<file path="src/inc/pmcs_pkg.sv">
// Contract
// - a new clock source select switches the system clock once that source runs.
// - sleep with cpu halt select 0 enters sleep; cpu and peripheral clocks stop.
// - sleep with cpu halt select 1 enters halt; peripherals clocked, cpu not.
// - halt select is sampled at the very cycle the sleep instruction executes.
// - run modes clock cpu and peripherals; select 00 primary, 01 secondary, 1x internal.
// - after reset the block starts in primary run on the primary oscillator.
// - secondary run stops primary, sets secondary running, clears primary ready.
// - select 01 without go or timer enable waits until go or timer enable and secondary ready.
// - secondary to primary keeps secondary clock until primary ready, then flags swap.
// - upper select bit set enters internal run; primary stops, primary ready clears.
// - internal frequency select is writable any time and applies at once.
// - frequency zero and source bit clear: fast internal output off, low oscillator clocks.
// - enabled internal output keeps clocking while settling; stable flag after settle time.
// - an internal oscillator already stable keeps its stable flag set.
// - stable flag decode: none when disabled, medium select picks medium or high flag.
// - internal to primary keeps internal clock until primary ready, then flags swap.
// - low frequency oscillator keeps running when watchdog or fail-safe monitor enabled.
// - automatic switches never change halt select or clock source select.
// - each source transition takes two to four oscillator periods.
// - entering or leaving internal run always incurs the switch delay.
// - primary ready reads 0 whenever clocked from a non-primary source.
package pmcs_pkg;
	localparam int CLK_PERIOD_NS = 40;
	localparam int INT_SETTLE_NS = 2000;
	localparam int INT_SETTLE_CYCLES = (INT_SETTLE_NS + CLK_PERIOD_NS - 1) / CLK_PERIOD_NS;
	localparam logic [7:0] SETTLE_LAST = 8'(INT_SETTLE_CYCLES);
	localparam logic [7:0] SWITCH_LAST = 8'h02;
	localparam logic [5:0] OSC_CONTROL_IDX = 6'h00;
	localparam logic [5:0] OSC_CONTROL_TWO_IDX = 6'h01;
	localparam logic [5:0] AUX_CONTROL_IDX = 6'h02;
	localparam logic [5:0] MODE_STATUS_IDX = 6'h03;
	localparam logic [1:0] SRC_PRI = 2'h0;
	localparam logic [1:0] SRC_SEC = 2'h1;
	localparam logic [1:0] SRC_INT = 2'h2;
	localparam logic [1:0] RESP_OKAY = 2'h0;
	localparam logic [1:0] RESP_SLVERR = 2'h2;
	localparam int HALT_BIT = 7;
	localparam int FREQ_LSB = 4;
	localparam int PRI_RDY_BIT = 3;
	localparam int HF_FLAG_BIT = 2;
	localparam int SECONDARY_RUN_STATE_BIT = 6;
	localparam int MED_SEL_BIT = 4;
	localparam int GO_BIT = 3;
	localparam int MED_FLAG_BIT = 1;
	localparam int INT_SRC_BIT = 0;
	localparam int TMR_EN_BIT = 1;
	localparam int WDT_EN_BIT = 2;
	localparam int FAILSAFE_CLOCK_MONITOR_EN_BIT = 3;
	localparam logic [1:0] RST_CS = 2'h0;
	localparam logic [2:0] RST_FREQ = 3'h0;
	typedef enum logic [3:0] {
		ST_RUN = 4'h1,
		ST_SWITCH = 4'h2,
		ST_HALT = 4'h4,
		ST_SLEEP = 4'h8
	} pmcs_state_type;
endpackage : pmcs_pkg

</file>
<file path="src/rtl/pmcs_top.sv">
// Register access over AXI4-Lite and the placing of the registers were decided locally.
`timescale 1ns/10ps
module pmcs_top (
	input wire logic clock,
	input wire logic rstn,
	input wire logic [7:0] s_axi_awaddr,
	input wire logic s_axi_awvalid,
	output logic s_axi_awready,
	input wire logic [31:0] s_axi_wdata,
	input wire logic [3:0] s_axi_wstrb,
	input wire logic s_axi_wvalid,
	output logic s_axi_wready,
	output logic [1:0] s_axi_bresp,
	output logic s_axi_bvalid,
	input wire logic s_axi_bready,
	input wire logic [7:0] s_axi_araddr,
	input wire logic s_axi_arvalid,
	output logic s_axi_arready,
	output logic [31:0] s_axi_rdata,
	output logic [1:0] s_axi_rresp,
	output logic s_axi_rvalid,
	input wire logic s_axi_rready,
	input wire logic sleep_exec,
	input wire logic wake_event,
	input wire logic primary_osc_ready,
	input wire logic secondary_osc_ready,
	output logic cpu_clock_enable,
	output logic periph_clock_enable,
	output logic [1:0] system_clock_select,
	output logic primary_osc_enable,
	output logic secondary_osc_enable,
	output logic high_freq_internal_enable,
	output logic low_freq_internal_enable,
	output logic [2:0] internal_freq_out,
	output logic medium_source_out
);
	import pmcs_pkg::*;

	typedef struct packed {
		pmcs_state_type st;
		logic [1:0] src;
		logic [1:0] pend;
		logic [7:0] cnt;
		logic [7:0] settle;
		logic stable;
		logic cpu_halt_select;
		logic [2:0] internal_freq_select;
		logic [1:0] clock_source_select;
		logic medium_source_select;
		logic secondary_osc_go;
		logic internal_source_select;
		logic timer_secondary_osc_enable;
		logic watchdog_enable;
		logic failsafe_enable;
		logic aw_got;
		logic [5:0] aw_idx;
		logic w_got;
		logic [7:0] w_byte;
		logic w_lane0;
		logic awready;
		logic wready;
		logic bvalid;
		logic [1:0] bresp;
		logic arready;
		logic rvalid;
		logic [31:0] rdata;
		logic [1:0] rresp;
		logic cpu_en;
		logic per_en;
		logic [1:0] clk_sel;
		logic pri_en;
		logic sec_en;
		logic hf_en;
		logic lf_en;
	} pmcs_regs_type;

	pmcs_regs_type r_q;
	pmcs_regs_type r_d;

	// ------------------------------------------------------------
	// mode and clock source control
	// ------------------------------------------------------------
	logic [1:0] target;
	logic target_ready;
	logic sec_armed;
	logic hf_req;
	logic asleep;
	logic primary_ready_flag;
	logic secondary_running_flag;
	logic high_internal_stable_flag;
	logic medium_internal_stable_flag;
	logic [7:0] ctl_one;
	logic [7:0] ctl_two;
	logic [7:0] ctl_aux;
	logic [7:0] mode_status;

	always_comb begin
		sec_armed = r_q.secondary_osc_go | r_q.timer_secondary_osc_enable;
		// the lower select bit is ignored once the upper one is set
		if (r_q.clock_source_select[1]) begin
			target = SRC_INT;
		end else if (r_q.clock_source_select[0]) begin
			// without an armed and running secondary oscillator, stay put
			target = (sec_armed && secondary_osc_ready) ? SRC_SEC : r_q.src;
		end else begin
			target = SRC_PRI;
		end
		case (target)
			// old clock keeps running until the primary reports ready
			SRC_PRI: target_ready = primary_osc_ready;
			SRC_SEC: target_ready = secondary_osc_ready;
			default: target_ready = 1'b1;
		endcase
		hf_req = (r_q.internal_freq_select != RST_FREQ) | r_q.internal_source_select;
		asleep = r_q.st == ST_SLEEP;
		// sleep clears every clock source status bit
		primary_ready_flag = !asleep && r_q.src == SRC_PRI;
		secondary_running_flag = !asleep && r_q.src == SRC_SEC;
		// flags vanish once the primary has taken over again
		high_internal_stable_flag = 1'b0;
		medium_internal_stable_flag = 1'b0;
		if (!asleep && r_q.stable && r_q.src != SRC_PRI) begin
			// only one stable flag at a time, chosen by the medium select bit
			if (r_q.medium_source_select) begin
				medium_internal_stable_flag = 1'b1;
			end else begin
				high_internal_stable_flag = 1'b1;
			end
		end

		// ------------------------------------------------------------
		// register read words; unused bits read as zero
		// ------------------------------------------------------------
		ctl_one = 8'h00;
		ctl_one[HALT_BIT] = r_q.cpu_halt_select;
		ctl_one[FREQ_LSB +: 3] = r_q.internal_freq_select;
		ctl_one[PRI_RDY_BIT] = primary_ready_flag;
		ctl_one[HF_FLAG_BIT] = high_internal_stable_flag;
		ctl_one[1:0] = r_q.clock_source_select;
		ctl_two = 8'h00;
		ctl_two[SECONDARY_RUN_STATE_BIT] = secondary_running_flag;
		ctl_two[MED_SEL_BIT] = r_q.medium_source_select;
		ctl_two[GO_BIT] = r_q.secondary_osc_go;
		ctl_two[MED_FLAG_BIT] = medium_internal_stable_flag;
		ctl_aux = 8'h00;
		ctl_aux[INT_SRC_BIT] = r_q.internal_source_select;
		ctl_aux[TMR_EN_BIT] = r_q.timer_secondary_osc_enable;
		ctl_aux[WDT_EN_BIT] = r_q.watchdog_enable;
		ctl_aux[FAILSAFE_CLOCK_MONITOR_EN_BIT] = r_q.failsafe_enable;
		mode_status = {r_q.src, r_q.pend, r_q.st};
	end

	always_comb begin
		r_d = r_q;

		// ------------------------------------------------------------
		// power mode sequencing
		// ------------------------------------------------------------
		case (r_q.st)
			ST_RUN: begin
				if (sleep_exec) begin
					// the halt select seen in this very cycle picks the mode
					r_d.st = r_q.cpu_halt_select ? ST_HALT : ST_SLEEP;
				end else if (target != r_q.src && target_ready) begin
					r_d.st = ST_SWITCH;
					r_d.pend = target;
					r_d.cnt = SWITCH_LAST;
				end
			end
			ST_SWITCH: begin
				// only the state, source and count move; select and halt bits stay as written
				if (r_q.cnt == 8'h00) begin
					r_d.src = r_q.pend;
					r_d.st = ST_RUN;
				end else begin
					r_d.cnt = r_q.cnt - 8'h01;
				end
			end
			ST_HALT: begin
				if (wake_event) begin
					r_d.st = ST_RUN;
				end
			end
			ST_SLEEP: begin
				if (wake_event) begin
					r_d.st = ST_RUN;
				end
			end
			default: begin
				r_d.st = ST_RUN;
			end
		endcase

		// ------------------------------------------------------------
		// internal oscillator settling; an already stable one stays stable
		// ------------------------------------------------------------
		if (!hf_req || asleep) begin
			r_d.settle = 8'h00;
			r_d.stable = 1'b0;
		end else if (!r_q.stable) begin
			if (r_q.settle == SETTLE_LAST) begin
				r_d.stable = 1'b1;
			end else begin
				r_d.settle = r_q.settle + 8'h01;
			end
		end

		// ------------------------------------------------------------
		// clock gating and oscillator enables
		// ------------------------------------------------------------
		// clock gating is dropped for the whole switch so no runt edge escapes
		case (r_d.st)
			ST_RUN: begin
				r_d.cpu_en = 1'b1;
				r_d.per_en = 1'b1;
			end
			ST_HALT: begin
				r_d.cpu_en = 1'b0;
				r_d.per_en = 1'b1;
			end
			ST_SLEEP: begin
				r_d.cpu_en = 1'b0;
				r_d.per_en = 1'b0;
			end
			default: begin
				r_d.cpu_en = 1'b0;
				r_d.per_en = 1'b0;
			end
		endcase
		r_d.clk_sel = r_d.src;
		r_d.pri_en = r_d.st != ST_SLEEP && (r_d.src == SRC_PRI || target == SRC_PRI);
		r_d.sec_en = sec_armed || (r_d.st != ST_SLEEP && r_d.src == SRC_SEC);
		r_d.hf_en = hf_req && r_d.st != ST_SLEEP;
		r_d.lf_en = r_q.watchdog_enable || r_q.failsafe_enable
			|| (r_d.st != ST_SLEEP && r_d.src == SRC_INT && !hf_req);

		// ------------------------------------------------------------
		// axi4-lite write channel
		// ------------------------------------------------------------
		if (s_axi_awvalid && r_q.awready) begin
			r_d.aw_got = 1'b1;
			r_d.aw_idx = s_axi_awaddr[7:2];
		end
		if (s_axi_wvalid && r_q.wready) begin
			r_d.w_got = 1'b1;
			r_d.w_byte = s_axi_wdata[7:0];
			r_d.w_lane0 = s_axi_wstrb[0];
		end
		if (r_q.bvalid && s_axi_bready) begin
			r_d.bvalid = 1'b0;
		end
		if (r_q.aw_got && r_q.w_got && !r_q.bvalid) begin
			r_d.aw_got = 1'b0;
			r_d.w_got = 1'b0;
			r_d.bvalid = 1'b1;
			r_d.bresp = RESP_OKAY;
			case (r_q.aw_idx)
				OSC_CONTROL_IDX: begin
					if (r_q.w_lane0) begin
						r_d.cpu_halt_select = r_q.w_byte[HALT_BIT];
						r_d.internal_freq_select = r_q.w_byte[FREQ_LSB +: 3];
						r_d.clock_source_select = r_q.w_byte[1:0];
					end
				end
				OSC_CONTROL_TWO_IDX: begin
					if (r_q.w_lane0) begin
						r_d.medium_source_select = r_q.w_byte[MED_SEL_BIT];
						r_d.secondary_osc_go = r_q.w_byte[GO_BIT];
					end
				end
				AUX_CONTROL_IDX: begin
					if (r_q.w_lane0) begin
						r_d.internal_source_select = r_q.w_byte[INT_SRC_BIT];
						r_d.timer_secondary_osc_enable = r_q.w_byte[TMR_EN_BIT];
						r_d.watchdog_enable = r_q.w_byte[WDT_EN_BIT];
						r_d.failsafe_enable = r_q.w_byte[FAILSAFE_CLOCK_MONITOR_EN_BIT];
					end
				end
				MODE_STATUS_IDX: begin
				end
				default: begin
					r_d.bresp = RESP_SLVERR;
				end
			endcase
		end
		r_d.awready = !r_d.aw_got && !r_d.bvalid;
		r_d.wready = !r_d.w_got && !r_d.bvalid;

		// ------------------------------------------------------------
		// axi4-lite read channel
		// ------------------------------------------------------------
		if (r_q.rvalid && s_axi_rready) begin
			r_d.rvalid = 1'b0;
		end
		if (s_axi_arvalid && r_q.arready) begin
			r_d.rvalid = 1'b1;
			r_d.rresp = RESP_OKAY;
			case (s_axi_araddr[7:2])
				OSC_CONTROL_IDX: r_d.rdata = {24'h000000, ctl_one};
				OSC_CONTROL_TWO_IDX: r_d.rdata = {24'h000000, ctl_two};
				AUX_CONTROL_IDX: r_d.rdata = {24'h000000, ctl_aux};
				MODE_STATUS_IDX: r_d.rdata = {24'h000000, mode_status};
				default: begin
					r_d.rdata = 32'h00000000;
					r_d.rresp = RESP_SLVERR;
				end
			endcase
		end
		r_d.arready = !r_d.rvalid;
	end

	// ------------------------------------------------------------
	// state register
	// ------------------------------------------------------------
	always_ff @(posedge clock or negedge rstn) begin
		if (!rstn) begin
			r_q.st <= ST_RUN;
			r_q.src <= SRC_PRI;
			r_q.pend <= SRC_PRI;
			r_q.cnt <= 8'h00;
			r_q.settle <= 8'h00;
			r_q.stable <= 1'b0;
			r_q.cpu_halt_select <= 1'b0;
			r_q.internal_freq_select <= RST_FREQ;
			r_q.clock_source_select <= RST_CS;
			r_q.medium_source_select <= 1'b0;
			r_q.secondary_osc_go <= 1'b0;
			r_q.internal_source_select <= 1'b0;
			r_q.timer_secondary_osc_enable <= 1'b0;
			r_q.watchdog_enable <= 1'b0;
			r_q.failsafe_enable <= 1'b0;
			r_q.aw_got <= 1'b0;
			r_q.aw_idx <= 6'h00;
			r_q.w_got <= 1'b0;
			r_q.w_byte <= 8'h00;
			r_q.w_lane0 <= 1'b0;
			r_q.awready <= 1'b1;
			r_q.wready <= 1'b1;
			r_q.bvalid <= 1'b0;
			r_q.bresp <= RESP_OKAY;
			r_q.arready <= 1'b1;
			r_q.rvalid <= 1'b0;
			r_q.rdata <= 32'h00000000;
			r_q.rresp <= RESP_OKAY;
			r_q.cpu_en <= 1'b1;
			r_q.per_en <= 1'b1;
			r_q.clk_sel <= SRC_PRI;
			r_q.pri_en <= 1'b1;
			r_q.sec_en <= 1'b0;
			r_q.hf_en <= 1'b0;
			r_q.lf_en <= 1'b0;
		end else begin
			r_q <= r_d;
		end
	end

	// ------------------------------------------------------------
	// outputs straight from the state register
	// ------------------------------------------------------------
	assign s_axi_awready = r_q.awready;
	assign s_axi_wready = r_q.wready;
	assign s_axi_bvalid = r_q.bvalid;
	assign s_axi_bresp = r_q.bresp;
	assign s_axi_arready = r_q.arready;
	assign s_axi_rvalid = r_q.rvalid;
	assign s_axi_rdata = r_q.rdata;
	assign s_axi_rresp = r_q.rresp;
	assign cpu_clock_enable = r_q.cpu_en;
	assign periph_clock_enable = r_q.per_en;
	assign system_clock_select = r_q.clk_sel;
	assign primary_osc_enable = r_q.pri_en;
	assign secondary_osc_enable = r_q.sec_en;
	assign high_freq_internal_enable = r_q.hf_en;
	assign low_freq_internal_enable = r_q.lf_en;
	// frequency field goes straight out of its register, no staging
	assign internal_freq_out = r_q.internal_freq_select;
	assign medium_source_out = r_q.medium_source_select;
endmodule : pmcs_top

</file>
<file path="config.mk">
export PLATFORM = sky130hd
export DESIGN_NAME = pmcs_top
export DESIGN_NICKNAME = d
export VERILOG_FILES = /design/src/inc/pmcs_pkg.sv /design/src/rtl/pmcs_top.sv
export SDC_FILE = /design/constraint.sdc
export NUM_CORES = 1
export LEC_CHECK = 0
export BUFFER_PORTS_ARGS = -buffer_cell sky130_fd_sc_hd__buf_2
export CORE_MARGIN = 5
export CORE_UTILIZATION = 50
export CTS_CLUSTER_SIZE = 8
export DETAILED_ROUTE_END_ITERATION = 8
export GPL_ROUTABILITY_DRIVEN = 0
export PLACE_DENSITY = 0.78
export SLEW_MARGIN = 20
export SYNTH_ARGS = -nofsm -noshare
export SYNTH_HDL_FRONTEND = slang
export SYNTH_SLANG_ARGS = --single-unit
</file>
<file path="constraint.sdc">
create_clock -name clock -period 2.53 [get_ports clock]
set_input_delay 0.506 -clock clock [delete_from_list [all_inputs] [get_ports clock]]
set_output_delay 0.506 -clock clock [all_outputs]
set_load 0.02 [all_outputs]
</file>
==> results of run 1 <==
[power groups by stage]
stage / Sequential (W) / Clock (W) / Combinational [W]
4_1_cts: 0.00191 / 0.000878 / 0.00116
2_1_floorplan: 0.00190 / 0 / 0.000890
6_report: 0.00192 / 0.000848 / 0.00114
5_1_grt: 0.00197 / 0.000919 / 0.00127
3_5_place_dp: 0.00193 / 0 / 0.00116
3_3_place_gp: 0.00191 / 0 / 0.00111
[sequential cells by signal, summed over array words and instances, names as in the netlist]
signal and flops:
secondary_osc_enable 1, mode_status 6, low_freq_internal_enable 1, ctl_two 1, s_axi_bresp 1, internal_freq_out 3, cpu_clock_enable 1, r_q 34
s_axi_rdata 8, primary_osc_enable 1, s_axi_bvalid 1, high_freq_internal_enable 1, periph_clock_enable 1, s_axi_arready 1, s_axi_rvalid 1, medium_source_out 1
ctl_aux 4, ctl_one 3, s_axi_awready 1, system_clock_select 2, s_axi_rresp 1, s_axi_wready 1
[layer usage]
metal	global-route usage (%)	vias to the layer above	wire, um
met2	26.8	89	3370
met3	5.32	13	562
li1	-	1222	-
met5	0	-	0
met4	4.86	0	100
met1	20.1	1241	3060
[metrics by stage]
stage | area (um2) | util, % | cells | hold slack (ns) | worst slack, ns
2_1_floorplan | 3780 | - | 366 | 0.210 | 0.419
3_3_place_gp | 3910 | 54.2 | 481 | 0.412 | 0.295
3_5_place_dp | 3910 | 54.2 | 481 | 0.417 | 0.282
4_1_cts | 4100 | 56.8 | 497 | 0.0913 | 0.255
5_1_grt | 4100 | 56.8 | 497 | 0.115 | 0.0653
6_report | 4100 | 56.8 | 497 | 0.0977 | 0.260
[logic make-up (layout without fill, tap and decap cells)]
logic type	Yosys count	count (layout)	share of synthesized area, %
and+or+nand+nor	103	103	14.4
muxes	35	35	10.7
buffers and inverters	61	93	10.9
AOI/OAI and AO/OA	49	49	8.45
adders and majority gates	3	3	1.02
xor gates and xnor gates	14	14	3.33
other	1	26	0.102
DFF	75	75	51.2
[worst paths after layout]
check                                                 to  slack [ns]  cells after the start
worst max register to register  low_freq_internal_enable        0.26                      7
min in group clock                          s_axi_rvalid        0.36                      2
worst max-delay path            low_freq_internal_enable        0.26                      7
worst min-delay path                             r_q[56]         0.1                      1
worst min register to register              s_axi_wready        0.43                      1
max in group asynchronous                  s_axi_arready        1.76                      2
[worst register-to-register path: stages, from the launching register on]
cell     delay [ns]
dfrtp_1        0.41
inv_1          0.07
ha_1           0.18
nor3b_1        0.36
nand2_1        0.14
or2_1          0.32
mux2_4         0.34
a311o_1        0.33
[layout by cell type (no fill, tap or decap), types with 2 or more instances in the layout]
| cell | n |
|---|---|
| nand2_1 | 21 |
| inv_6 | 2 |
| a31oi_1 | 3 |
| clkinvlp_4 | 3 |
| nor2_1 | 29 |
| buf_4 | 8 |
| clkbuf_8 | 9 |
| nor2b_1 | 7 |
| or3b_2 | 2 |
| xor2_1 | 8 |
| and3_1 | 2 |
| dfstp_2 | 7 |
| buf_2 | 58 |
| nor4_1 | 7 |
| nand2b_1 | 3 |
| nor4b_1 | 2 |
| mux2i_1 | 3 |
| conb_1 | 26 |
| xnor2_1 | 6 |
| or2_2 | 2 |
| dfrtp_1 | 68 |
| mux2_2 | 31 |
| a21oi_1 | 13 |
| nand3_1 | 10 |
| o31ai_1 | 2 |
| inv_1 | 10 |
| nor3_1 | 6 |
| nor3b_1 | 5 |
| o21ai_0 | 15 |
| a22oi_1 | 3 |
| ha_1 | 3 |
[final cells by class]
class	instances	area, um2
Clock buffer	9	124
Clock inverter	7	60.1
Fill cell	640	3120
Inverter	10	37.5
Multi-Input combinational cell	230	1490
Sequential cell	75	1890
Tap cell	99	124
Timing Repair Buffer	67	370
==> flow_summary.toml, run 1 <==
[power_and_ir_drop]
power_w = 0.00391
internal_power_w = 0.00250
p_per_area_mw_per_mm2 = 955
p_sw_share_pct = 36.0
combPwrFrac_pct = 29.3
ir_drop_v = 0.000583
seqPwrFrac_pct = 49.0
clkPwrFrac_pct = 21.7
p_switching_w = 0.00141
leakage_nw = 1.93

[layout]
drive_gt1_share_pct = 32.7
area_growth_pct = 11.1
final_nets = 459
n_antenna_cell = 0

[synthesis]
avgSynthCellArea_um2 = 10.8
yosysWarnings = 0
yosys.area.top_type_share_pct = 46.2
synth_cell_types = 52
synthTopCellsByArea = "dfrtp_1 (46%), mux2_2 (9.5%), buf_4 (8.4%), dfstp_2 (5.0%), nor2_1 (3.0%)"
yosysSeqAreaShare_pct = 51.2
ys_ff_latch = 75
syn_area_mm2 = 0.00369
synth_common_cells = "dfrtp_1 (68), buf_4 (41), mux2_2 (31)"
yosysMostFrequentCell = "dfrtp_1"
ys_async_sr_fraction_pct = 100
syn-instance-count = 341
synth_flop_cell = "dfrtp_1"
synth_edf_count = 0
synth_top_area_cell = "dfrtp_1"

[flow_run]
maxCapViolCount = 0

[grt]
grt_util_all_layers_pct = 16.1
grt_pass1_vias = 2524
grt_max_degree = 28
grt_pass1_wl_um = 11500
antenna_found_initial = 0
grt-ovfl-total = 0

[timing]
slew_viol_final = 0
grt_setup_unrepaired = "false"
finalCritPeriodShare_pct = 89.7
finalHoldViolCount = 0
tightest_slew_ns = 0.555
maxSlewHeadroom_pct = 62.6
fin_crit_ns = 2.27
setup_viol = 0
finalSetupTns_ns = 0
clock_skew_ns = 0.00994
fmax_mhz = 441

[clocking]
h-tree-depth = 3
cts_tree = "built"
post-cts-setup-buffer-count = 0
cts_resized = 0
clkSlewWorstSetupHoldPaths_ns = 0.09
cts_made_buffers = 9
postCtsHoldBufs = 0
root_buffer = "clkbuf_8"
cts_sinks = 75
insertion_delay_ns = 0.35
cts.path.max_buffers = 2

[placement]
dp_hpwl_um = 5480
port_buffers = 58

[status]
run_status = "completed"

[setup_path]
cpPeakStageDelay_ns = 0.41
worst-setup-path-type = "register to register"
cp_max_fo = 6
r2r_start = "r_q[87]"
crit_required_ns = 2.76
cp.arrival_ns = 2.50
cp_num_buf_inv = 1
crit_chain = "inv_1, ha_1, nor3b_1, nand2_1, or2_1, mux2_4, a311o_1"
end_kind = "register"
cp-start-kind = "register"
cpLargestDelayFamily = "simple AND/OR/NAND/NOR gates"
critical_path.startpoint = "r_q[87]"
cp_slowest_cell = "dfrtp_1"

[die]
die_w_um = 95.9
io_pins = 116
start_util_pct = 51.1
row_count = 31
core_area_mm2 = 0.00721
die_h_um = 95.9
dieArea_mm2 = 0.00919

[min_path]
hp-class = "primary input to asynchronous set/reset pin"

[routing]
viasPerCell = 5.16
drt_wl_total_um = 7100
ant_nets = 0
wire_per_inst_um = 14.3
first_pass_iters = 4
drc = 0
routed-via-count = 2565
drt_iter0_markers = 100
Power figures use the tool's default switching activity.
==> run 2: changes to the inputs <==
- CORE_UTILIZATION: 50 -> 45
- PLACE_DENSITY: 0.78 -> 0.72
==> flow_summary.toml, run 2 (synthesized netlist as in run 1, its figures left out) <==
[die]
core_area_mm2 = 0.00809
die_h_um = 101
io_pins = 116
die_w_um = 101
dieArea_mm2 = 0.0101
row_count = 33
start_util_pct = 45.5

[setup_path]
cp-start-kind = "register"
end_kind = "register"
r2r_start = "r_q[87]"
r2r-end = "low_freq_internal_enable"
cp_max_fo = 6
crit_required_ns = 2.76
crit_chain = "inv_1, ha_1, nor3b_1, nand2_1, or2_1, mux2_4, a311o_1"
cp.arrival_ns = 2.51
cpLargestDelayFamily = "simple AND/OR/NAND/NOR gates"
cp_num_buf_inv = 1
worst-r2r-setup-slack_ns = 0.25
r2r_cells = 7
cp_slowest_cell = "dfrtp_1"
worst-setup-path-type = "register to register"
cpPeakStageDelay_ns = 0.41

[clocking]
cts_made_buffers = 9
cts_tree = "built"
post-cts-setup-buffer-count = 0
cts_sinks = 75
clkSlewWorstSetupHoldPaths_ns = 0.08
cts_resized = 0
cts.path.max_buffers = 2
root_buffer = "clkbuf_8"
insertion_delay_ns = 0.35
h-tree-depth = 3
postCtsHoldBufs = 0

[grt]
grt-ovfl-total = 0
grt_pass1_wl_um = 12100
antenna_found_initial = 0
grt_pass1_vias = 2486
grt_util_all_layers_pct = 15.1
grt_max_degree = 76

[power_and_ir_drop]
p_switching_w = 0.00142
ir_drop_v = 0.000472
internal_power_w = 0.00251
seqPwrFrac_pct = 48.9
p_per_area_mw_per_mm2 = 961
combPwrFrac_pct = 28.7
clkPwrFrac_pct = 22.4
leakage_nw = 1.93
p_sw_share_pct = 36.2

[layout]
final_common_cell = "dfrtp_1"
area_growth_pct = 11.0
final_nets = 456
multi_input_area_mm2 = 0.00149
fin_util_pct = 50.5
drive_gt1_share_pct = 32.2
layout_common_cells = "dfrtp_1 (68), buf_2 (58), mux2_2 (31), nor2_1 (29), conb_1 (26)"
top_register = "r_q"
nFillCells = 775
seqCellArea_mm2 = 0.00189
n_antenna_cell = 0
largest_reg_flops = 34

[placement]
port_buffers = 58
dp_hpwl_um = 5360

[timing]
finalSetupTns_ns = 0
slew_viol_final = 0
finalHoldViolCount = 0
setup_viol = 0
fin_crit_ns = 2.28
fmax_mhz = 439
clock_skew_ns = 0.0127
tightest_slew_ns = 0.634
timing.hold.ws_ns = 0.180
maxSlewHeadroom_pct = 57.1
finalCritPeriodShare_pct = 90.1
grt_setup_unrepaired = "false"

[routing]
routed-via-count = 2518
wire_per_inst_um = 14.3
viasPerCell = 5.04
drt_iter0_markers = 70
drc = 0
ant_nets = 0
drt_wl_total_um = 7140
first_pass_iters = 4

[status]
run_status = "completed"

[min_path]
hp-class = "primary input to asynchronous set/reset pin"

[flow_run]
maxCapViolCount = 0
run 2: changes by cell type in the layout (fill, tap and decap cells not counted):
| cell | delta |
|---|---|
| inv_6 | +1 |
| clkinvlp_4 | -2 |
| clkinv_8 | +1 |
| buf_4 | -3 |
run 2: area by class of cell:
class / instances / share of cell area (%)
repair buffers: 64 / 8.50
clock buffers: 9 / 3.03
multi-input cells: 230 / 36.5
inverters: 10 / 0.918
flip-flops and latches: 75 / 46.1
clock inverters: 7 / 1.71
well taps: 105 / 3.21
run 2: worst max-delay path by stage:
stage                     startpoint                       end  slack, ns  cells past startpoint
after global placement       r_q[87]  low_freq_internal_enable       0.29                      7
after global routing         r_q[88]  low_freq_internal_enable       0.07                      7
after detailed placement     r_q[87]  low_freq_internal_enable       0.28                      7
after CTS                    r_q[87]  low_freq_internal_enable       0.25                      7
final                        r_q[87]  low_freq_internal_enable       0.25                      7
after floorplan              r_q[87]  low_freq_internal_enable       0.42                      8
run 2: metal layers:
layer  share of wire [%]  global-route usage [%]  vias to the layer above  routed length, um
li1                    -                       -                     1219                  -
met1                  44                    19.8                     1207               3170
met2                  48                    24.3                       82               3420
met3                 6.5                    4.50                       10                465
met4                 1.1                    4.66                        0                 80
met5                   0                       0                        -                  0
run 2: per-stage QoR:
step	std cells	total power (W)	worst slack, ns	cell area, um2
CTS	500	0.00398	0.249	4090
floorplan	366	0.00279	0.419	3780
global placement	484	0.00303	0.291	3900
finish	500	0.00393	0.250	4090
global route	500	0.00420	0.0700	4090
detailed placement	484	0.00308	0.282	3900
run 2: power by group through the flow:
stage / combinational [W] / clock [W] / sequential (W)
final: 0.00113 / 0.000880 / 0.00192
after global routing: 0.00126 / 0.000968 / 0.00197
after CTS: 0.00115 / 0.000916 / 0.00192
after detailed placement: 0.00114 / 0 / 0.00194
after global placement: 0.00111 / 0 / 0.00192
after floorplan: 0.000890 / 0 / 0.00190
